### src/logic/spdc_pkg.sv
// Purpose: shared constants for the serial synthesizer core and its host end
// Assumes: frames shifted msb first, select bit last
// Notes:   widths, counts, bit positions, reset values, register map, response codes and host states; no identity codes
package spdc_pkg;
   localparam int REF_FRAME_W  = 16;
   localparam int MAIN_FRAME_W = 19;
   localparam int REF_LATCH_W  = 15;
   localparam int MAIN_LATCH_W = 18;
   localparam int REF_CNT_W    = 14;
   localparam int SWAL_CNT_W   = 7;
   localparam int MAIN_CNT_W   = 11;
   localparam int REF_MIN      = 8;
   localparam int MAIN_MIN     = 16;
   // modulus select position within the reference latch
   localparam int MOD_SEL_POS  = 0;
   localparam int REF_RATIO_LO = 1;
   localparam int SWAL_LO      = 0;
   localparam int MAIN_LO      = 7;
   // reset values of the reference and main latches
   localparam logic [REF_LATCH_W-1:0]  REF_LATCH_RST  = 15'h0011;
   localparam logic [MAIN_LATCH_W-1:0] MAIN_LATCH_RST = 18'h00800;
   // sysclk cycles per half period of the generated shift clock
   localparam int SCLK_HALF_CYC = 4;
   // pump pulse widening around equality, in sysclk cycles
   localparam int SPIKE_CYC     = 1;
   // AXI4-Lite register map of the host end
   localparam logic [3:0] A_REF  = 4'h0;
   localparam logic [3:0] A_MAIN = 4'h4;
   localparam logic [3:0] A_CTRL = 4'h8;
   localparam logic [3:0] A_STAT = 4'hC;
   localparam logic [1:0] RESP_OKAY   = 2'h0;
   localparam logic [1:0] RESP_SLVERR = 2'h2;
   typedef enum logic [1:0] {
      SPDC_IDLE  = 2'b00,
      SPDC_SHIFT = 2'b01,
      SPDC_LOAD  = 2'b10
   } spdc_host_st_t;
endpackage
### src/logic/spdc_link_if.sv
// Purpose: three-wire load port plus loop observation pins
// Assumes: bench resolves high impedance from the enables
// Notes:   no clocking block
`timescale 1ns/1ps
interface spdc_link_if;
   logic ser_data;
   logic ser_clk;
   logic load_strobe;
   logic phase_sense_select;
   logic pump_o;
   logic pump_oe;
   logic bypass_pin_o;
   logic bypass_pin_oe;
   logic ref_pump_o;
   logic var_pump_o;
   logic var_pump_oe;
   logic compare_mon;
   logic lock_detect_out;
   modport dev (
      input  ser_data, ser_clk, load_strobe, phase_sense_select,
      output pump_o, pump_oe, bypass_pin_o, bypass_pin_oe, ref_pump_o, var_pump_o, var_pump_oe,
      compare_mon, lock_detect_out
   );
   modport host (
      output ser_data, ser_clk, load_strobe, phase_sense_select,
      input  pump_o, pump_oe, bypass_pin_o, bypass_pin_oe, ref_pump_o, var_pump_o, var_pump_oe,
      compare_mon, lock_detect_out
   );
endinterface

### src/logic/spdc_host.sv
// Purpose: host end, loads frames over the three-wire port
// Assumes: software writes ratios over AXI4-Lite
// Notes:   shift clock made by a divider of clk_sys
`timescale 1ns/1ps
module spdc_host
   import spdc_pkg::*;
(
   input  wire logic        clk_sys,
   input  wire logic        srst,
   input  wire logic [3:0]  s_axi_awaddr,
   input  wire logic        s_axi_awvalid,
   output logic             s_axi_awready,
   input  wire logic [31:0] s_axi_wdata,
   input  wire logic [3:0]  s_axi_wstrb,
   input  wire logic        s_axi_wvalid,
   output logic             s_axi_wready,
   output logic [1:0]       s_axi_bresp,
   output logic             s_axi_bvalid,
   input  wire logic        s_axi_bready,
   input  wire logic [3:0]  s_axi_araddr,
   input  wire logic        s_axi_arvalid,
   output logic             s_axi_arready,
   output logic [31:0]      s_axi_rdata,
   output logic [1:0]       s_axi_rresp,
   output logic             s_axi_rvalid,
   input  wire logic        s_axi_rready,
   spdc_link_if.host        lnk
);
   // ------------------------------------------------
   // registers
   // ------------------------------------------------
   logic [REF_LATCH_W-1:0]  ref_q;
   logic [MAIN_LATCH_W-1:0] main_q;
   logic                    sense_q;
   logic                    go_q;
   logic                    go_sel_q;
   logic                    busy_q;
   logic                    aw_q;
   logic                    w_q;
   logic [3:0]              awa_q;
   logic [31:0]             wd_q;
   logic [1:0]              lk_s_q;
   wire do_wr  = aw_q & w_q & ~s_axi_bvalid;
   wire hit_r  = (awa_q == A_REF);
   wire hit_m  = (awa_q == A_MAIN);
   wire hit_c  = (awa_q == A_CTRL);
   wire wr_ok  = hit_r | hit_m | hit_c;
   wire start  = do_wr & hit_c & wd_q[0] & ~busy_q;
   assign s_axi_awready = ~aw_q;
   assign s_axi_wready  = ~w_q;
   assign s_axi_arready = ~s_axi_rvalid;
   always_ff @(posedge clk_sys) begin
      if (srst) begin
         ref_q <= REF_LATCH_RST; main_q <= MAIN_LATCH_RST;
         sense_q <= 1'b1; go_q <= 1'b0; go_sel_q <= 1'b0;
         aw_q <= 1'b0; w_q <= 1'b0; awa_q <= 4'h0; wd_q <= 32'h0;
         s_axi_bvalid <= 1'b0; s_axi_bresp <= RESP_OKAY;
         s_axi_rvalid <= 1'b0; s_axi_rresp <= RESP_OKAY; s_axi_rdata <= 32'h0;
         lk_s_q <= 2'h3;
      end else begin
         lk_s_q <= {lk_s_q[0], lnk.lock_detect_out};
         go_q <= 1'b0;
         if (s_axi_awvalid && !aw_q) begin
            aw_q  <= 1'b1;
            awa_q <= s_axi_awaddr;
         end
         if (s_axi_wvalid && !w_q) begin
            w_q  <= 1'b1;
            wd_q <= s_axi_wdata;
         end
         if (do_wr) begin
            aw_q <= 1'b0; w_q <= 1'b0;
            s_axi_bvalid <= 1'b1;
            s_axi_bresp  <= wr_ok ? RESP_OKAY : RESP_SLVERR;
            if (hit_r) ref_q <= wd_q[REF_LATCH_W-1:0];
            if (hit_m) main_q <= wd_q[MAIN_LATCH_W-1:0];
            if (hit_c) sense_q <= wd_q[2];
            go_q     <= start;
            go_sel_q <= wd_q[1];
         end else if (s_axi_bvalid && s_axi_bready) begin
            s_axi_bvalid <= 1'b0;
         end
         if (s_axi_arvalid && !s_axi_rvalid) begin
            s_axi_rvalid <= 1'b1;
            s_axi_rresp  <= RESP_OKAY;
            if (s_axi_araddr == A_REF) s_axi_rdata <= 32'(ref_q);
            else if (s_axi_araddr == A_MAIN) s_axi_rdata <= 32'(main_q);
            else if (s_axi_araddr == A_CTRL) s_axi_rdata <= {29'h0, sense_q, go_sel_q, 1'b0};
            else if (s_axi_araddr == A_STAT) s_axi_rdata <= {30'h0, lk_s_q[1], busy_q};
            else begin
               s_axi_rdata <= 32'h0;
               s_axi_rresp <= RESP_SLVERR;
            end
         end else if (s_axi_rvalid && s_axi_rready) begin
            s_axi_rvalid <= 1'b0;
         end
      end
   end

   // ------------------------------------------------
   // frame shifter
   // ------------------------------------------------
   spdc_host_st_t           st_q;
   logic [MAIN_FRAME_W-1:0] fr_q;
   logic [4:0]              left_q;
   logic [2:0]              div_q;
   logic                    sck_q;
   wire tick = (div_q == 3'(SCLK_HALF_CYC - 1));
   assign busy_q = (st_q != SPDC_IDLE);
   always_ff @(posedge clk_sys) begin
      if (srst) begin
         st_q <= SPDC_IDLE; fr_q <= '0; left_q <= 5'h0; div_q <= 3'h0; sck_q <= 1'b0;
      end else begin
         div_q <= tick ? 3'h0 : div_q + 3'h1;
         case (st_q)
            SPDC_IDLE: begin
               sck_q <= 1'b0;
               if (go_q) begin
                  fr_q   <= go_sel_q ? {ref_q, 1'b1, 3'h0} : {main_q, 1'b0};
                  left_q <= go_sel_q ? 5'(REF_FRAME_W) : 5'(MAIN_FRAME_W);
                  st_q   <= SPDC_SHIFT;
               end
            end
            SPDC_SHIFT: begin
               if (tick) begin
                  sck_q <= ~sck_q;
                  if (sck_q) begin
                     fr_q   <= {fr_q[MAIN_FRAME_W-2:0], 1'b0};
                     left_q <= left_q - 5'h1;
                     if (left_q == 5'h1) st_q <= SPDC_LOAD;
                  end
               end
            end
            default: begin
               // sck_q only times the strobe here; ser_clk is gated off
               if (tick) begin
                  sck_q <= ~sck_q;
                  if (sck_q) begin
                     st_q <= SPDC_IDLE;
                  end
               end
            end
         endcase
      end
   end
   assign lnk.ser_data = fr_q[MAIN_FRAME_W-1];
   assign lnk.ser_clk  = (st_q == SPDC_SHIFT) & sck_q;
   assign lnk.load_strobe = (st_q == SPDC_LOAD);
   // software picks sense per vco slope
   assign lnk.phase_sense_select = sense_q;
endmodule

### src/flat_wrapper.sv
// flat-port wrapper written by rule: the top's interface ports become plain ports
module spdc_host_flat import spdc_pkg::*;
  (clk_sys, srst, s_axi_awaddr, s_axi_awvalid, s_axi_awready, s_axi_wdata, s_axi_wstrb, s_axi_wvalid, s_axi_wready, s_axi_bresp, s_axi_bvalid, s_axi_bready, s_axi_araddr, s_axi_arvalid, s_axi_arready, s_axi_rdata, s_axi_rresp, s_axi_rvalid, s_axi_rready, lnk_ser_data, lnk_ser_clk, lnk_load_strobe, lnk_phase_sense_select, lnk_pump_o, lnk_pump_oe, lnk_bypass_pin_o, lnk_bypass_pin_oe, lnk_ref_pump_o, lnk_var_pump_o, lnk_var_pump_oe, lnk_compare_mon, lnk_lock_detect_out);
  spdc_link_if lnk_i ();
  input  wire logic clk_sys;
  input  wire logic srst;
  input  wire logic [3:0] s_axi_awaddr;
  input  wire logic s_axi_awvalid;
  output logic s_axi_awready;
  input  wire logic [31:0] s_axi_wdata;
  input  wire logic [3:0] s_axi_wstrb;
  input  wire logic s_axi_wvalid;
  output logic s_axi_wready;
  output logic [1:0] s_axi_bresp;
  output logic s_axi_bvalid;
  input  wire logic s_axi_bready;
  input  wire logic [3:0] s_axi_araddr;
  input  wire logic s_axi_arvalid;
  output logic s_axi_arready;
  output logic [31:0] s_axi_rdata;
  output logic [1:0] s_axi_rresp;
  output logic s_axi_rvalid;
  input  wire logic s_axi_rready;
  output wire logic [$bits(lnk_i.ser_data)-1:0] lnk_ser_data;
  output wire logic [$bits(lnk_i.ser_clk)-1:0] lnk_ser_clk;
  output wire logic [$bits(lnk_i.load_strobe)-1:0] lnk_load_strobe;
  output wire logic [$bits(lnk_i.phase_sense_select)-1:0] lnk_phase_sense_select;
  input wire logic [$bits(lnk_i.pump_o)-1:0] lnk_pump_o;
  input wire logic [$bits(lnk_i.pump_oe)-1:0] lnk_pump_oe;
  input wire logic [$bits(lnk_i.bypass_pin_o)-1:0] lnk_bypass_pin_o;
  input wire logic [$bits(lnk_i.bypass_pin_oe)-1:0] lnk_bypass_pin_oe;
  input wire logic [$bits(lnk_i.ref_pump_o)-1:0] lnk_ref_pump_o;
  input wire logic [$bits(lnk_i.var_pump_o)-1:0] lnk_var_pump_o;
  input wire logic [$bits(lnk_i.var_pump_oe)-1:0] lnk_var_pump_oe;
  input wire logic [$bits(lnk_i.compare_mon)-1:0] lnk_compare_mon;
  input wire logic [$bits(lnk_i.lock_detect_out)-1:0] lnk_lock_detect_out;
  assign lnk_ser_data = lnk_i.ser_data;
  assign lnk_ser_clk = lnk_i.ser_clk;
  assign lnk_load_strobe = lnk_i.load_strobe;
  assign lnk_phase_sense_select = lnk_i.phase_sense_select;
  assign lnk_i.pump_o = lnk_pump_o;
  assign lnk_i.pump_oe = lnk_pump_oe;
  assign lnk_i.bypass_pin_o = lnk_bypass_pin_o;
  assign lnk_i.bypass_pin_oe = lnk_bypass_pin_oe;
  assign lnk_i.ref_pump_o = lnk_ref_pump_o;
  assign lnk_i.var_pump_o = lnk_var_pump_o;
  assign lnk_i.var_pump_oe = lnk_var_pump_oe;
  assign lnk_i.compare_mon = lnk_compare_mon;
  assign lnk_i.lock_detect_out = lnk_lock_detect_out;
  spdc_host u_core (.clk_sys(clk_sys), .srst(srst), .s_axi_awaddr(s_axi_awaddr), .s_axi_awvalid(s_axi_awvalid), .s_axi_awready(s_axi_awready), .s_axi_wdata(s_axi_wdata), .s_axi_wstrb(s_axi_wstrb), .s_axi_wvalid(s_axi_wvalid), .s_axi_wready(s_axi_wready), .s_axi_bresp(s_axi_bresp), .s_axi_bvalid(s_axi_bvalid), .s_axi_bready(s_axi_bready), .s_axi_araddr(s_axi_araddr), .s_axi_arvalid(s_axi_arvalid), .s_axi_arready(s_axi_arready), .s_axi_rdata(s_axi_rdata), .s_axi_rresp(s_axi_rresp), .s_axi_rvalid(s_axi_rvalid), .s_axi_rready(s_axi_rready), .lnk(lnk_i));
endmodule
### config.mk
export PLATFORM = sky130hd
export DESIGN_NAME = spdc_host_flat
export DESIGN_NICKNAME = d
export VERILOG_FILES = /design/src/logic/spdc_pkg.sv /design/src/logic/spdc_link_if.sv /design/src/logic/spdc_host.sv /design/src/flat_wrapper.sv
export SDC_FILE = /design/constraint.sdc
export NUM_CORES = 1
export LEC_CHECK = 0
export BUFFER_PORTS_ARGS = -buffer_cell sky130_fd_sc_hd__buf_2
export CORE_ASPECT_RATIO = 1.2
export CORE_UTILIZATION = 44
export CTS_BUF_LIST = sky130_fd_sc_hd__clkbuf_4 sky130_fd_sc_hd__clkbuf_8
export DETAILED_ROUTE_END_ITERATION = 8
export PLACE_DENSITY_LB_ADDON = 0.12
export SLEW_MARGIN = 25
export SYNTH_ARGS = -nofsm -noshare
export SYNTH_HDL_FRONTEND = slang
export SYNTH_SLANG_ARGS = --single-unit
### constraint.sdc
create_clock -name clk_sys -period 3.4 [get_ports clk_sys]
set_clock_uncertainty 0.05 [all_clocks]
set_input_delay 0.68 -clock clk_sys [delete_from_list [all_inputs] [get_ports clk_sys]]
set_output_delay 0.68 -clock clk_sys [all_outputs]
set_load 0.02 [all_outputs]
==> results.sh, run 1 <==
export IMPL_syn_inst=540
export IMPL_holdBufCountCts=0
export IMPL_switching_share_pct=22.6
export IMPL_ys_flop_type="dfxtp_1"
export IMPL_cp_arrival_ns=1.86
export IMPL_min_path_type="register to register"
export IMPL_period_minus_slack_ns=2.59
export IMPL_hold_viol_final=0
export IMPL_grtUsageTotal_pct=19.3
export IMPL_leakagePower_nw=2.41
export IMPL_drc=2
export IMPL_irDropWorstVdd_uv=279
export IMPL_n_antenna_cell=0
export IMPL_tightest_slew_ns=0.941
export IMPL_clk_path_buf_depth=2
export IMPL_max_cap_violations=0
export IMPL_cts_sinks=113
export IMPL_crit_path_cell_trace="and2b_1, buf_4, and2_1, buf_2"
export IMPL_wl_per_cell_um=14.2
export IMPL_critPathSlowestCell="dfxtp_1"
export IMPL_final_cell_mix="dfxtp_1, nor2_1, buf_2, mux2i_1, nand2_1"
export IMPL_grt_antenna_before_repair=0
export IMPL_end_kind="output pin"
export IMPL_setup_ws_ns=0.811
export IMPL_wl_um=10400
export IMPL_cts_htree_levels=4
export IMPL_p_per_area_nw_per_um2=564
export IMPL_async_reset_ff_share_pct=0
export IMPL_dpl_hpwl_um=6940
export IMPL_mostFrequentLayoutCell="dfxtp_1"
export IMPL_overflow=0
export IMPL_drt_initial_drc_count=150
export IMPL_fmax_mhz=386
export IMPL_switchingPower_mw=0.716
export IMPL_die_h_um=117
export IMPL_seq_power_share_pct=44.2
export IMPL_insertion_delay_ns=0.42
export IMPL_syn_to_final_growth_pct=15.4
export IMPL_vias=3809
export IMPL_path_max_fanout=39
export IMPL_io_buffers=62
export IMPL_start_kind="register"
export IMPL_cts_resized=0
export IMPL_relSlewSlack_pct=37.0
export IMPL_postCtsSetupBuffers=0
export IMPL_grt_start_max_net_pins=73
export IMPL_place_area_um2=5130
export IMPL_core_um2=10600
export IMPL_nets=654
export IMPL_final_util_pct=52.9
export IMPL_cts_tree="built"
export IMPL_start_util_pct=45.8
export IMPL_fin_tns_setup_ns=0
export IMPL_holdPathStages=1
export IMPL_internal_power_mw=2.45
export IMPL_syn_area_per_cell_um2=9.01
export IMPL_fp_dieArea_um2=11500
export IMPL_gp_congestion=0.754
export IMPL_reg2reg_depth=6
export IMPL_rsz0062_at_grt="false"
export IMPL_postRouteAntennaNets=0
export IMPL_grt_pass1_vias=3512
export IMPL_synth_cell_types=52
export IMPL_dp_slack_ns=1.06
export IMPL_first_pass_iters=6
export IMPL_clkPwrFrac_pct=47.9
export IMPL_slew_violations=0
export IMPL_drive_above_1_share_pct=18.9
export IMPL_boundaryPins=105
export IMPL_viasPerCell=5.20
export IMPL_min_period_over_period_pct=76.1
export IMPL_p_total_mw=3.17
export IMPL_synth_edf_count=0
export IMPL_seq_area_frac_synth_pct=46.5
export IMPL_ys_warn_count=0
export IMPL_worstPathRequired_ns=2.67
export IMPL_rows=41
export IMPL_grt_pass1_wl_um=17300
export IMPL_fin_area_um2=5620
export IMPL_clk_pin_slew_ns=0.06
export IMPL_dieWidth_um=98
export IMPL_worstSetupPathType="register to output pin"
export IMPL_status="finished with violations"
export IMPL_cpPeakStageDelay_ns=0.58
export IMPL_numCtsBuffers=17
export IMPL_pwr_share_comb_pct=7.9
export IMPL_violations="DRC"
export IMPL_syn_area_um2=4870
export IMPL_ys_seq_elements=113
export IMPL_cts_root_buffer="clkbuf_8"
export IMPL_setup_viol=0
per-stage QoR:
step                      cells  hold WS (ns)
after floorplan             555         0.339
after global placement      700         0.348
after detailed placement    700         0.363
after CTS                   732         0.367
after global routing        732         0.371
final                       732         0.375
cell type report:
type                            instances  area [um^2]
Fill cell                            1033         5000
Multi-Input combinational cell        376         2280
Sequential cell                       113         2260
Timing Repair Buffer                   69          378
Clock buffer                           21          277
Clock inverter                         11          208
Tap cell                              129          161
Inverter                               13         48.8
worst max-delay path: cells and delay by family, from the launching register on:
kind                   cells  cell delay, ns
buffers and inverters      2            0.49
DFF                        1            0.58
and+or+nand+nor            2            0.36
routing by layer:
metal | vias to the layer above | wire length [um] | part of all wire [%] | global-route usage (%)
met1 | 1796 | 4960 | 48 | 25.5
met2 | 67 | 4920 | 47 | 30.3
met5 | - | 0 | 0 | 0
met4 | 0 | 119 | 1.1 | 6.97
li1 | 1935 | - | - | -
met3 | 11 | 429 | 4.1 | 5.52
power by group through the flow:
stage	Clock [mW]	Combinational, mW	Sequential [mW]
floorplan	0	0.178	1.44
global placement	0	0.248	1.43
detailed placement	0	0.251	1.43
CTS	1.55	0.252	1.40
global route	1.62	0.277	1.40
finish	1.52	0.249	1.40
cell usage after synthesis, types with 2 or more instances:
cell type | instances | area, um^2
a21oi_1 | 45 | 225
ha_1 | 4 | 50.1
mux2i_1 | 52 | 521
a211oi_2 | 2 | 25.0
or2_2 | 2 | 12.5
xor2_1 | 3 | 26.3
a211oi_1 | 5 | 37.5
nor3b_1 | 3 | 22.5
buf_6 | 5 | 56.3
dfxtp_1 | 113 | 2260
clkbuf_1 | 17 | 63.8
o21ai_0 | 6 | 30.0
nand4b_1 | 2 | 17.5
a221oi_1 | 12 | 105
nand2b_1 | 17 | 106
nand2_1 | 47 | 176
a31oi_1 | 2 | 12.5
buf_4 | 22 | 165
nor2_1 | 85 | 319
nor2b_1 | 6 | 37.5
nor3_1 | 21 | 105
a211o_1 | 4 | 35.0
o22ai_1 | 15 | 93.8
nand3_1 | 3 | 15.0
buf_2 | 8 | 40.0
inv_1 | 13 | 48.8
sequential cells by signal, indices dropped and copies added, names as in the netlist, 2 cells and up:
name and flops:
u_core.awa_q 4, u_core.div_q 3, u_core.fr_q 18, u_core.left_q 5, u_core.lk_s_q 2, u_core.main_q 18
u_core.ref_q 15, u_core.s_axi_rdata 18, u_core.st_q 2, u_core.wd_q 18
cells by family after synthesis:
| group | count (synthesis) | synth area share (%) |
|---|---|---|
| AO/OA/AOI/OAI | 100 | 13.2 |
| adder cells (fa/ha/maj) | 4 | 1.03 |
| multiplexers | 52 | 10.7 |
| other | 1 | 0.0771 |
| AND/OR/NAND/NOR | 200 | 20.0 |
| XOR/XNOR | 4 | 0.720 |
| flip-flops | 113 | 46.5 |
| buffers and inverters | 66 | 7.77 |
path summary, 6_finish.rpt:
kind | from | to | slack, ns
max | u_core.st_q[0]$_SDFFE_PP0P_ | lnk_ser_clk | 0.81
min reg2reg | u_core.div_q[0]$_SDFF_PP0_ | u_core.div_q[0]$_SDFF_PP0_ | 0.38
max reg2reg | u_core.div_q[0]$_SDFF_PP0_ | u_core.fr_q[12]$_SDFFE_PP0P_ | 1.47
min | u_core.div_q[0]$_SDFF_PP0_ | u_core.div_q[0]$_SDFF_PP0_ | 0.38
Note: power is estimated with default switching activity, not from simulation.
==> run 2: changes to the inputs <==
==> constraint.sdc (replaced) <==
create_clock -name clk_sys -period 2.3 [get_ports clk_sys]
set_clock_uncertainty 0.05 [all_clocks]
set_input_delay 0.46 -clock clk_sys [delete_from_list [all_inputs] [get_ports clk_sys]]
set_output_delay 0.46 -clock clk_sys [all_outputs]
set_load 0.02 [all_outputs]
==> run 2 against run 1 <==
  * Sequential share of layout area is 0.15 points higher
  * Critical path depth is 1 lower
  * The run still ends with DRC left
  * Clock-buffer cell count is 2 lower
  * Sequential power is 48% higher
  * Wire length is 0.39% lower
  * Largest cell class unchanged
  * Power is 39% higher
==> results.sh, run 2 (synthesis gave the netlist of run 1 again) <==
export IMPL_boundaryPins=105
export IMPL_syn_to_final_growth_pct=15.0
export IMPL_relSlewSlack_pct=60.2
export IMPL_violations="DRC"
export IMPL_cts_sinks=113
export IMPL_leakagePower_nw=2.41
export IMPL_n_antenna_cell=0
export IMPL_min_path_type="primary input to register"
export IMPL_cts_htree_levels=4
export IMPL_fmax_mhz=462
export IMPL_path_max_fanout=11
export IMPL_status="finished with violations"
export IMPL_setup_ws_ns=0.136
export IMPL_overflow=0
export IMPL_core_um2=10600
export IMPL_cts_tree="built"
export IMPL_period_minus_slack_ns=2.16
export IMPL_numCtsBuffers=17
export IMPL_irDropWorstVdd_uv=397
export IMPL_worstPathRequired_ns=1.79
export IMPL_p_total_mw=4.41
export IMPL_end_kind="output pin"
export IMPL_grt_start_max_net_pins=49
export IMPL_fp_dieArea_um2=11500
export IMPL_crit_buf_inv=1
export IMPL_drc=2
export IMPL_final_cell_mix="dfxtp_1, nor2_1, buf_2, mux2i_1, nand2_1"
export IMPL_crit_path_cell_trace="and2b_2, and2_1, buf_2"
export IMPL_final_seq_area_um2=2260
export IMPL_worstSetupPathType="register to output pin"
export IMPL_postCtsSetupBuffers=0
export IMPL_wl_per_cell_um=14.1
export IMPL_dp_slack_ns=0.507
export IMPL_reg2reg_depth=6
export IMPL_viasPerCell=5.12
export IMPL_start_util_pct=45.8
export IMPL_slew_violations=0
export IMPL_hold_viol_final=0
export IMPL_grt_pass1_wl_um=17100
export IMPL_drt_initial_drc_count=164
export IMPL_postRouteAntennaNets=0
export IMPL_min_period_over_period_pct=94.1
export IMPL_cp_arrival_ns=1.65
export IMPL_tightest_slew_ns=0.596
export IMPL_rsz0062_at_grt="false"
export IMPL_holdBufCountCts=0
export IMPL_setup_viol=0
export IMPL_vias=3778
export IMPL_dieWidth_um=98
export IMPL_grt_antenna_before_repair=0
export IMPL_rows=41
export IMPL_wl_um=10400
export IMPL_fin_tns_setup_ns=0
export IMPL_multi_input_area_um2=2280
export IMPL_cts_root_buffer="clkbuf_8"
export IMPL_whs_ns=0.159
export IMPL_clk_path_buf_depth=2
export IMPL_num_fill_cells=1013
export IMPL_grt_pass1_vias=3422
export IMPL_critPathSlowestCell="dfxtp_1"
export IMPL_clk_pin_slew_ns=0.07
export IMPL_holdPathStages=2
export IMPL_p_per_area_nw_per_um2=788
export IMPL_io_buffers=62
export IMPL_cpPeakStageDelay_ns=0.57
export IMPL_start_kind="register"
export IMPL_cp_num_cells=3
export IMPL_first_pass_iters=6
export IMPL_place_area_um2=5180
export IMPL_cpLargestDelayFamily="flip-flops"
export IMPL_max_cap_violations=0
export IMPL_insertion_delay_ns=0.43
export IMPL_mostFrequentLayoutCell="dfxtp_1"
export IMPL_drive_above_1_share_pct=19.9
export IMPL_nets=660
export IMPL_grtUsageTotal_pct=19.3
export IMPL_gp_congestion=0.789
export IMPL_dpl_hpwl_um=6910
export IMPL_fin_area_um2=5600
export IMPL_die_h_um=117
run 2: where the power goes:
group	switching [mW]	total (mW)	internal (mW)
clock	0.779	1.96	1.19
sequential	0.0479	2.07	2.02
combinational	0.242	0.375	0.133
run 2: routing by layer:
metal  routed length [um]  global-route usage, %
met2                 4690                   29.0
met5                    0                      0
met1                 5170                   26.3
met3                  439                   5.76
met4                   82                   7.27
run 2: timing repair:
item                       4_1_cts  5_1_grt
hold endpoints to repair         0        0
setup endpoints to repair        0        1
gates resized for setup          0        1
run 2: metrics by stage:
step / util (%) / std cells
6_report: 52.7 / 738
3_5_place_dp: 48.8 / 706
4_1_cts: 52.7 / 738
5_1_grt: 52.7 / 738
3_3_place_gp: 48.8 / 706
2_1_floorplan: - / 555
run 2: final timing paths:
check | from | to | slack, ns
worst max-delay path | u_core.st_q[0]$_SDFFE_PP0P_ | lnk_ser_clk | 0.14
worst min-delay path | s_axi_rready | u_core.s_axi_rvalid$_SDFFE_PP0P_ | 0.16
worst max register to register | u_core.div_q[0]$_SDFF_PP0_ | u_core.fr_q[13]$_SDFFE_PP0P_ | 0.49
worst min register to register | u_core.div_q[0]$_SDFF_PP0_ | u_core.div_q[0]$_SDFF_PP0_ | 0.37
run 2: cell type report:
cell class | count | share of cell area [%]
tap | 129 | 2.88
clock buffer | 19 | 4.45
timing repair buffer | 75 | 7.56
inverter | 13 | 0.872
clock inverter | 13 | 3.00
multi-input combinational | 376 | 40.8
sequential | 113 | 40.4
